[src/qdw_map.vh]
`ifndef QDW_MAP_VH
`define QDW_MAP_VH
// ----------------------------------------
// Address byte layout
// ----------------------------------------
`define QDW_ADDR_PREFIX 5'h13
`define QDW_HS_CODE 5'h01
`define QDW_RW_BIT 0
// ----------------------------------------
// Control and power-down byte fields
// ----------------------------------------
`define QDW_CTRL_PKG_HI 7
`define QDW_CTRL_PKG_LO 6
`define QDW_CTRL_UPD_HI 5
`define QDW_CTRL_UPD_LO 4
`define QDW_CTRL_PICK_HI 2
`define QDW_CTRL_PICK_LO 1
`define QDW_CTRL_KIND 0
`define QDW_PD_HI_BIT 7
`define QDW_PD_LO_BIT 6
// ----------------------------------------
// Update modes
// ----------------------------------------
`define QDW_UPD_TEMP 2'h0
`define QDW_UPD_ONE 2'h1
`define QDW_UPD_ALL 2'h2
`define QDW_UPD_BCAST 2'h3
// ----------------------------------------
// Reset values and counts
// ----------------------------------------
`define QDW_REG_RST 18'h00000
`define QDW_CTRL_RST 8'h00
`define QDW_BYTE_RST 8'h00
`define QDW_SYNC_RST 6'h03
`define QDW_BITS_PER_BYTE 4'h8
`endif

[src/qdw_rx.v]
// Behaviour
// - Address prefix 10011, straps, R/W match
// - Control byte sets mode and channel
// - Control fields: package, update, pick, kind
// - Lowest control bit selects power-down data
// - High/low pairs repeat until stop/restart
// - Code arrives high byte first, MSB first
// - Exactly two power-down bytes accepted
// - Acknowledge address, control and data bytes
// - High-speed master code never acknowledged
// - Update at falling edge ending acknowledge
// - Eighteen-bit temporary register per channel
module qdw_rx (
  input wire i_sys_clk,
  input wire i_resetn,
  input wire i_scl,
  input wire i_sda,
  input wire i_strap_addr_bit1,
  input wire i_strap_addr_bit0,
  input wire i_pkg_strap_hi,
  input wire i_pkg_strap_lo,
  output wire o_sda_out,
  output wire o_sda_oe_n,
  output reg o_hs_mode,
  output reg [7:0] o_ctrl_byte,
  output wire [71:0] o_temp_regs,
  output wire [71:0] o_dac_regs
);
`include "qdw_map.vh"

  localparam [7:0] S_IDLE = 8'h01;
  localparam [7:0] S_ADDR = 8'h02;
  localparam [7:0] S_CTRL = 8'h04;
  localparam [7:0] S_HIGH = 8'h08;
  localparam [7:0] S_LOW = 8'h10;
  localparam [7:0] S_PD1 = 8'h20;
  localparam [7:0] S_PD2 = 8'h40;
  localparam [7:0] S_SKIP = 8'h80;

  // ----------------------------------------
  // Pin sampling and bus conditions
  // ----------------------------------------
  wire [5:0] sync_bus;
  wire scl;
  wire sda;
  wire [1:0] addr_strap;
  wire [1:0] pkg_strap;
  reg scl_d;
  reg sda_d;

  qdw_sync u_sync (
    .i_sys_clk(i_sys_clk),
    .i_resetn(i_resetn),
    .i_async({i_pkg_strap_hi, i_pkg_strap_lo, i_strap_addr_bit1, i_strap_addr_bit0,
              i_sda, i_scl}),
    .o_sync(sync_bus)
  );

  assign scl = sync_bus[0];
  assign sda = sync_bus[1];
  assign addr_strap = sync_bus[3:2];
  assign pkg_strap = sync_bus[5:4];

  always @(posedge i_sys_clk or negedge i_resetn) begin
    if (!i_resetn) begin
      scl_d <= 1'b1;
      sda_d <= 1'b1;
    end else begin
      scl_d <= scl;
      sda_d <= sda;
    end
  end

  wire scl_rise = scl & ~scl_d;
  wire scl_fall = ~scl & scl_d;
  wire start_cond = scl & scl_d & sda_d & ~sda;
  wire stop_cond = scl & scl_d & ~sda_d & sda;

  // ----------------------------------------
  // Byte framing
  // ----------------------------------------
  reg [7:0] state;
  reg [3:0] bit_cnt;
  reg ack_phase;
  reg sda_drive;
  reg [7:0] shreg;
  reg [7:0] hi_byte;
  reg [1:0] pd_bits;
  reg ack_ok;
  reg [7:0] next_state;

  wire addr_match = (shreg[7:3] == `QDW_ADDR_PREFIX) && (shreg[2:1] == addr_strap) &&
                    !shreg[`QDW_RW_BIT];
  wire hs_code = (shreg[7:3] == `QDW_HS_CODE);
  wire ack_end = scl_fall & ack_phase & ~start_cond & ~stop_cond;

  wire [1:0] upd_mode = {o_ctrl_byte[`QDW_CTRL_UPD_HI], o_ctrl_byte[`QDW_CTRL_UPD_LO]};
  wire [1:0] pick = {o_ctrl_byte[`QDW_CTRL_PICK_HI], o_ctrl_byte[`QDW_CTRL_PICK_LO]};
  wire pkg_ok = ({o_ctrl_byte[`QDW_CTRL_PKG_HI], o_ctrl_byte[`QDW_CTRL_PKG_LO]} == pkg_strap)
                || (upd_mode == `QDW_UPD_BCAST);

  // Ack decision and successor state per received byte
  always @* begin
    ack_ok = 1'b0;
    next_state = S_SKIP;
    case (state)
      S_ADDR: begin
        ack_ok = addr_match;
        next_state = addr_match ? S_CTRL : S_SKIP;
      end
      S_CTRL: begin
        ack_ok = 1'b1;
        if (shreg[`QDW_CTRL_KIND]) begin
          next_state = S_PD1;
        end else if ({shreg[`QDW_CTRL_UPD_HI], shreg[`QDW_CTRL_UPD_LO]} == `QDW_UPD_BCAST &&
                     !shreg[`QDW_CTRL_PICK_HI]) begin
          next_state = S_SKIP;
        end else begin
          next_state = S_HIGH;
        end
      end
      S_HIGH: begin
        ack_ok = 1'b1;
        next_state = S_LOW;
      end
      S_LOW: begin
        ack_ok = 1'b1;
        next_state = S_HIGH;
      end
      S_PD1: begin
        ack_ok = 1'b1;
        next_state = S_PD2;
      end
      S_PD2: begin
        ack_ok = 1'b1;
        next_state = S_SKIP;
      end
      default: begin
        ack_ok = 1'b0;
        next_state = S_SKIP;
      end
    endcase
  end

  wire active = (state != S_IDLE) && (state != S_SKIP);

  always @(posedge i_sys_clk or negedge i_resetn) begin
    if (!i_resetn) begin
      state <= S_IDLE;
      bit_cnt <= 4'h0;
      ack_phase <= 1'b0;
      sda_drive <= 1'b0;
      shreg <= `QDW_BYTE_RST;
      hi_byte <= `QDW_BYTE_RST;
      pd_bits <= 2'h0;
      o_hs_mode <= 1'b0;
      o_ctrl_byte <= `QDW_CTRL_RST;
    end else if (start_cond) begin
      state <= S_ADDR;
      bit_cnt <= 4'h0;
      ack_phase <= 1'b0;
      sda_drive <= 1'b0;
    end else if (stop_cond) begin
      state <= S_IDLE;
      bit_cnt <= 4'h0;
      ack_phase <= 1'b0;
      sda_drive <= 1'b0;
      o_hs_mode <= 1'b0;
    end else if (active) begin
      if (scl_rise && !ack_phase && bit_cnt != `QDW_BITS_PER_BYTE) begin
        shreg <= {shreg[6:0], sda};
        bit_cnt <= bit_cnt + 4'h1;
      end
      if (scl_fall && !ack_phase && bit_cnt == `QDW_BITS_PER_BYTE) begin
        ack_phase <= 1'b1;
        sda_drive <= ack_ok;
      end
      if (ack_end) begin
        ack_phase <= 1'b0;
        sda_drive <= 1'b0;
        bit_cnt <= 4'h0;
        state <= next_state;
        if (state == S_ADDR && hs_code) begin
          o_hs_mode <= 1'b1;
        end
        if (state == S_CTRL) begin
          o_ctrl_byte <= shreg;
        end
        if (state == S_HIGH) begin
          hi_byte <= shreg;
        end
        if (state == S_PD1) begin
          pd_bits <= {shreg[`QDW_PD_HI_BIT], shreg[`QDW_PD_LO_BIT]};
        end
      end
    end
  end

  assign o_sda_out = 1'b0;
  assign o_sda_oe_n = ~sda_drive;

  // ----------------------------------------
  // Channel registers
  // ----------------------------------------
  function ch_hit;
    input [1:0] mode;
    input [1:0] sel;
    input [1:0] idx;
    begin
      ch_hit = (mode == `QDW_UPD_BCAST) || (sel == idx);
    end
  endfunction

  wire data_done = ack_end && (state == S_LOW) && pkg_ok;
  wire pd_done = ack_end && (state == S_PD2) && pkg_ok;
  wire bcast_upd = ack_end && (state == S_CTRL) && !shreg[`QDW_CTRL_KIND] &&
                   ({shreg[`QDW_CTRL_UPD_HI], shreg[`QDW_CTRL_UPD_LO]} == `QDW_UPD_BCAST) &&
                   !shreg[`QDW_CTRL_PICK_HI];
  wire [15:0] code = {hi_byte, shreg};
  wire load_all = (data_done || pd_done) &&
                  (upd_mode == `QDW_UPD_ALL || upd_mode == `QDW_UPD_BCAST);

  genvar ch;
  generate
    for (ch = 0; ch < 4; ch = ch + 1) begin : g_ch
      reg [17:0] temp_reg;
      reg [17:0] dac_reg;
      localparam [1:0] CH_IDX = ch;
      wire wr = (data_done || pd_done) && ch_hit(upd_mode, pick, CH_IDX);
      wire [17:0] next_temp = !wr ? temp_reg :
                              data_done ? {2'h0, code} : {pd_bits, temp_reg[15:0]};
      wire load = load_all || bcast_upd || (wr && upd_mode == `QDW_UPD_ONE);

      always @(posedge i_sys_clk or negedge i_resetn) begin
        if (!i_resetn) begin
          temp_reg <= `QDW_REG_RST;
          dac_reg <= `QDW_REG_RST;
        end else begin
          temp_reg <= next_temp;
          if (load) begin
            dac_reg <= next_temp;
          end
        end
      end

      assign o_temp_regs[ch*18 +: 18] = temp_reg;
      assign o_dac_regs[ch*18 +: 18] = dac_reg;
    end
  endgenerate
endmodule // qdw_rx

[src/qdw_sync.v]
// ----------------------------------------
// Two-stage synchroniser for pins
// ----------------------------------------
module qdw_sync (
  input wire i_sys_clk,
  input wire i_resetn,
  input wire [5:0] i_async,
  output reg [5:0] o_sync
);
`include "qdw_map.vh"

  reg [5:0] meta;

  always @(posedge i_sys_clk or negedge i_resetn) begin
    if (!i_resetn) begin
      meta <= `QDW_SYNC_RST;
      o_sync <= `QDW_SYNC_RST;
    end else begin
      meta <= i_async;
      o_sync <= meta;
    end
  end
endmodule // qdw_sync
[config.mk]
export PLATFORM = sky130hd
export DESIGN_NAME = qdw_rx
export DESIGN_NICKNAME = d
export VERILOG_FILES = /design/src/qdw_rx.v /design/src/qdw_sync.v
export VERILOG_INCLUDE_DIRS = /design/src
export SDC_FILE = /design/constraint.sdc
export NUM_CORES = 1
export LEC_CHECK = 0
export BUFFER_PORTS_ARGS = -buffer_cell sky130_fd_sc_hd__buf_2
export CORE_MARGIN = 4
export CORE_UTILIZATION = 40
export DETAILED_ROUTE_END_ITERATION = 7
export PLACE_DENSITY_LB_ADDON = 0.25
export RECOVER_POWER = 100
export SKIP_LAST_GASP = 1
export SLEW_MARGIN = 40
export SYNTH_ARGS = -nofsm -noshare
export SYNTH_HDL_FRONTEND = slang
export SYNTH_HIERARCHICAL = 1
export SYNTH_SLANG_ARGS = --single-unit
[constraint.sdc]
create_clock -name i_sys_clk -period 3.1 [get_ports i_sys_clk]
set_input_delay 0.31 -clock i_sys_clk [delete_from_list [all_inputs] [get_ports i_sys_clk]]
set_output_delay 0.31 -clock i_sys_clk [all_outputs]
set_load 0.05 [all_outputs]
==> run_summary.xml <==
<?xml version="1.0" encoding="UTF-8"?>
<metrics>
  <group name="status">
    <metric name="status" unit="">finished with violations</metric>
    <metric name="violations_in_the_final_reports" unit="">capacitance limit, slew limit</metric>
  </group>
  <group name="detailed_routing">
    <metric name="vias" unit="">5563</metric>
    <metric name="detail_route.vias_per_cell" unit="">5.27</metric>
    <metric name="routed_length_per_placed_instance" unit="µm">20.4</metric>
    <metric name="post-route-drc-count" unit="">0</metric>
    <metric name="dr.pass1.iters" unit="">4</metric>
    <metric name="wl" unit="µm">21500</metric>
    <metric name="first_iter_violations" unit="">263</metric>
    <metric name="ant_nets" unit="">0</metric>
  </group>
  <group name="sta">
    <metric name="achievable-frequency" unit="MHz">358</metric>
    <metric name="worstMarginPinSlew" unit="ns">2.20</metric>
    <metric name="max_slew_margin_vs_limit" unit="%">-46.6</metric>
    <metric name="finalWorstPathRequiredPeriod" unit="ns">2.80</metric>
    <metric name="worst_clock_skew" unit="ns">0.0121</metric>
    <metric name="post_route_clock_period_utilization" unit="%">90.2</metric>
    <metric name="timing.final.hold_violations" unit="">0</metric>
    <metric name="timing.final.ws_setup" unit="ns">0.303</metric>
    <metric name="setup_total_negative_slack" unit="ns">0</metric>
    <metric name="finalSetupViolations" unit="">0</metric>
    <metric name="drv_slew" unit="">96</metric>
    <metric name="rsz0062_at_grt" unit="">false</metric>
  </group>
  <group name="place">
    <metric name="dp_hpwl" unit="µm">15100</metric>
    <metric name="dp_worst_setup_slack" unit="ns">0.395</metric>
    <metric name="weighted_congestion_at_the_end_of_routability_driven_global_placement" unit="">0.881</metric>
    <metric name="io_buffer_count" unit="">161</metric>
    <metric name="placedInstanceArea" unit="mm²">0.00928</metric>
  </group>
  <group name="clock_tree">
    <metric name="worstSkewPairLatency" unit="ns">0.43</metric>
    <metric name="tritoncts" unit="">built</metric>
    <metric name="cts_max_level" unit="">4</metric>
    <metric name="cts.path.max_buffers" unit="">2</metric>
    <metric name="ctsResizeCount" unit="">0</metric>
    <metric name="cts_setup_buffers" unit="">0</metric>
    <metric name="clock_pin_slew_worst_setup_and_hold_paths" unit="ns">0.07</metric>
    <metric name="clk_tree_root_cell" unit="">sky130_fd_sc_hd__clkbuf_16</metric>
    <metric name="cts_buffers" unit="">17</metric>
    <metric name="clock-sinks" unit="">199</metric>
  </group>
  <group name="synthesis">
    <metric name="synth.net_count" unit="">619</metric>
    <metric name="asyncSetResetFlopFracSynth" unit="%">100</metric>
    <metric name="post_synth_xor_area_fraction" unit="%">1.18</metric>
    <metric name="synth-edff-count" unit="">0</metric>
    <metric name="synth_area" unit="mm²">0.00814</metric>
    <metric name="synthSimpleGateAreaFrac" unit="%">8.80</metric>
    <metric name="synth.area.mux_share" unit="%">13.8</metric>
    <metric name="syn-mean-instance-area" unit="µm²">13.4</metric>
    <metric name="synth_seq_cells" unit="">199</metric>
    <metric name="synth_area_leaders" unit="">sky130_fd_sc_hd__dfrtp_1 (59%), sky130_fd_sc_hd__mux2_2 (13%), sky130_fd_sc_hd__a22o_1 (5.3%), sky130_fd_sc_hd__dfstp_2 (2.3%), sky130_fd_sc_hd__nand2_1 (1.7%)</metric>
    <metric name="synth_compound_gate_area_share" unit="%">10.6</metric>
    <metric name="synth_top_cell_area_share" unit="%">59.0</metric>
    <metric name="post_synth_inst_count" unit="">609</metric>
    <metric name="synth_top_family_by_area" unit="">multiplexers</metric>
    <metric name="synth.yosys.seq_area_share" unit="%">61.3</metric>
    <metric name="dominantRegCellSynth" unit="">sky130_fd_sc_hd__dfrtp_1</metric>
    <metric name="post-synth-top-area-cell" unit="">sky130_fd_sc_hd__dfrtp_1</metric>
    <metric name="synthesis.yosys.warnings" unit="">6</metric>
    <metric name="yosys.area_share.adder" unit="%">0.307</metric>
    <metric name="synth_cell_type_count" unit="">55</metric>
  </group>
  <group name="global_routing">
    <metric name="antenna_found_initial" unit="">0</metric>
    <metric name="grt_use_met1" unit="%">26.4</metric>
    <metric name="groute.layer.met2.usage" unit="%">30.5</metric>
    <metric name="globalRoute.busiestLayer" unit="">met2</metric>
    <metric name="grt_max_degree" unit="">97</metric>
    <metric name="first_global_vias" unit="">5774</metric>
    <metric name="global_route_wire_length_before_repair" unit="µm">33100</metric>
    <metric name="overflow" unit="">0</metric>
    <metric name="gr-usage-met3" unit="%">3.94</metric>
    <metric name="grt_use_total" unit="%">19.2</metric>
  </group>
  <group name="worst_setup_path">
    <metric name="rr_worst_depth" unit="">5</metric>
    <metric name="critical_path_peak_fanout" unit="">16</metric>
    <metric name="reg2reg_setup_slack" unit="ns">0.30</metric>
    <metric name="critical_path.reg2reg.startpoint" unit="">scl_d$_DFF_PN1_</metric>
    <metric name="critPathBufInv" unit="">0</metric>
    <metric name="critical-path-top-delay-family" unit="">simple AND/OR/NAND/NOR gates</metric>
    <metric name="critPathSlowestCell" unit="">sky130_fd_sc_hd__or4_1</metric>
    <metric name="worst_path_class_setup" unit="">reg -&gt; reg</metric>
    <metric name="required_worst_endpoint" unit="ns">3.41</metric>
    <metric name="worstSetupEndpoint" unit="">g_ch[3].dac_reg[10]$_DFFE_PN0P_</metric>
    <metric name="cpPeakStageDelay" unit="ns">0.84</metric>
    <metric name="startpoint" unit="">scl_d$_DFF_PN1_</metric>
    <metric name="path_cells" unit="">and3b_1, nand2_1, or4_1, a22o_1, mux2_2</metric>
    <metric name="worstSetupPathDepth" unit="">5</metric>
    <metric name="worst_setup_path_start_kind" unit="">flop</metric>
    <metric name="critPathArrivalTime" unit="ns">3.11</metric>
    <metric name="cp-end-kind" unit="">flop</metric>
    <metric name="crit_reg_reg_endpoint" unit="">g_ch[3].dac_reg[10]$_DFFE_PN0P_</metric>
  </group>
  <group name="layout">
    <metric name="final_cell_mix" unit="">sky130_fd_sc_hd__dfrtp_1 (192), sky130_fd_sc_hd__clkbuf_1 (156), sky130_fd_sc_hd__mux2_2 (83)</metric>
    <metric name="area_growth" unit="%">19.5</metric>
    <metric name="drive_gt1_share" unit="%">20.0</metric>
    <metric name="design.final.nets" unit="">788</metric>
    <metric name="n_antenna_cell" unit="">0</metric>
    <metric name="nFillCells" unit="">1797</metric>
    <metric name="layout_commonest_cell" unit="">sky130_fd_sc_hd__dfrtp_1</metric>
    <metric name="stdcell_area" unit="mm²">0.00973</metric>
  </group>
  <group name="die">
    <metric name="total_number_of_placement_rows" unit="">51</metric>
    <metric name="die_height" unit="µm">151</metric>
    <metric name="die_x" unit="µm">151</metric>
    <metric name="floorplan.initialDensity" unit="%">41.3</metric>
    <metric name="boundaryPins" unit="">163</metric>
    <metric name="fp.coreArea" unit="mm²">0.0197</metric>
    <metric name="area_enclosed_by_the_die_boundary" unit="mm²">0.0227</metric>
  </group>
  <group name="power">
    <metric name="cellPowerDensity" unit="mW/mm²">582</metric>
    <metric name="max-vdd-ir-drop" unit="mV">0.347</metric>
    <metric name="static-leakage-power" unit="nW">4.56</metric>
  </group>
  <group name="job">
    <metric name="maxCapViolCount" unit="">1</metric>
  </group>
  <group name="hold_path">
    <metric name="holdCritPathClass" unit="">reg -&gt; reg</metric>
  </group>
</metrics>
==> layout make-up <==
| cell class | instances | area [µm²] | share of cell area [%] |
|---|---|---|---|
| multi-input combinational | 342 | 2800 | 28.7 |
| timing repair buffer | 190 | 858 | 8.82 |
| clock inverter | 14 | 213 | 2.19 |
| clock buffer | 18 | 439 | 4.51 |
| sequential | 199 | 4990 | 51.3 |
| inverter | 28 | 105 | 1.08 |
| tap | 265 | 332 | 3.41 |
==> worst min path at each step <==
stage / end / cells past startpoint / startpoint / slack, ns
floorplan: ack_phase$_DFFE_PN0P_ / 0 / i_resetn / 0.01
global placement: u_sync/o_sync[3]$_DFF_PN0_ / 0 / u_sync/meta[3]$_DFF_PN0_ / 0.34
detailed placement: u_sync/o_sync[5]$_DFF_PN0_ / 0 / u_sync/meta[5]$_DFF_PN0_ / 0.34
CTS: u_sync/o_sync[3]$_DFF_PN0_ / 0 / u_sync/meta[3]$_DFF_PN0_ / 0.35
global route: u_sync/o_sync[3]$_DFF_PN0_ / 0 / u_sync/meta[3]$_DFF_PN0_ / 0.36
finish: u_sync/o_sync[3]$_DFF_PN0_ / 0 / u_sync/meta[3]$_DFF_PN0_ / 0.35
==> through the flow <==
stage | cells | power [mW] | util [%] | hold WS, ns
6_report | 1056 | 5.66 | 49.4 | 0.353
3_3_place_gp | 1015 | 3.33 | 46.9 | 0.335
5_1_grt | 1056 | 5.87 | 49.4 | 0.359
3_5_place_dp | 1017 | 3.35 | 47.0 | 0.339
2_1_floorplan | 609 | 3.07 | - | 0.0144
4_1_cts | 1056 | 5.73 | 50.7 | 0.355
==> cell usage after synthesis (all sizes together) (7+ instances only) <==
cell type	instances
a21oi	16
a22o	49
a31oi	14
buf	29
clkbuf	11
dfrtp	192
dfstp	7
inv	28
mux2	98
nand2	38
nand3	18
nor2	24
nor4	7
o21ai	14
==> power breakdown <==
group	internal, mW	switching (mW)
clock network	1.34	1.04
logic	0.162	0.262
registers	2.68	0.180
total	4.18	1.48
==> routing by layer <==
metal	routed length, µm	up-vias
li1	-	2511
met1	9660	2865
met2	10200	152
met3	1200	35
met4	435	0
met5	0	-
==> what timing repair did <==
| action | CTS | global route |
|---|---|---|
| endpoints found under the hold margin | 28 | 0 |
| setup endpoints to repair | 0 | 0 |
| hold buffers | 7 | 0 |
==> cell families (layout without fill, tap and decap cells) <==
| kind of cell | count (synthesis) | count (layout) |
|---|---|---|
| flops | 199 | 199 |
| simple gates | 121 | 121 |
| mux | 98 | 98 |
| fa+ha+maj | 2 | 2 |
| other cells | 1 | 1 |
| buf+inv | 68 | 250 |
| compound gates | 109 | 109 |
| xor+xnor | 11 | 11 |
No activity file was read; power rests on OpenSTA's default activity.
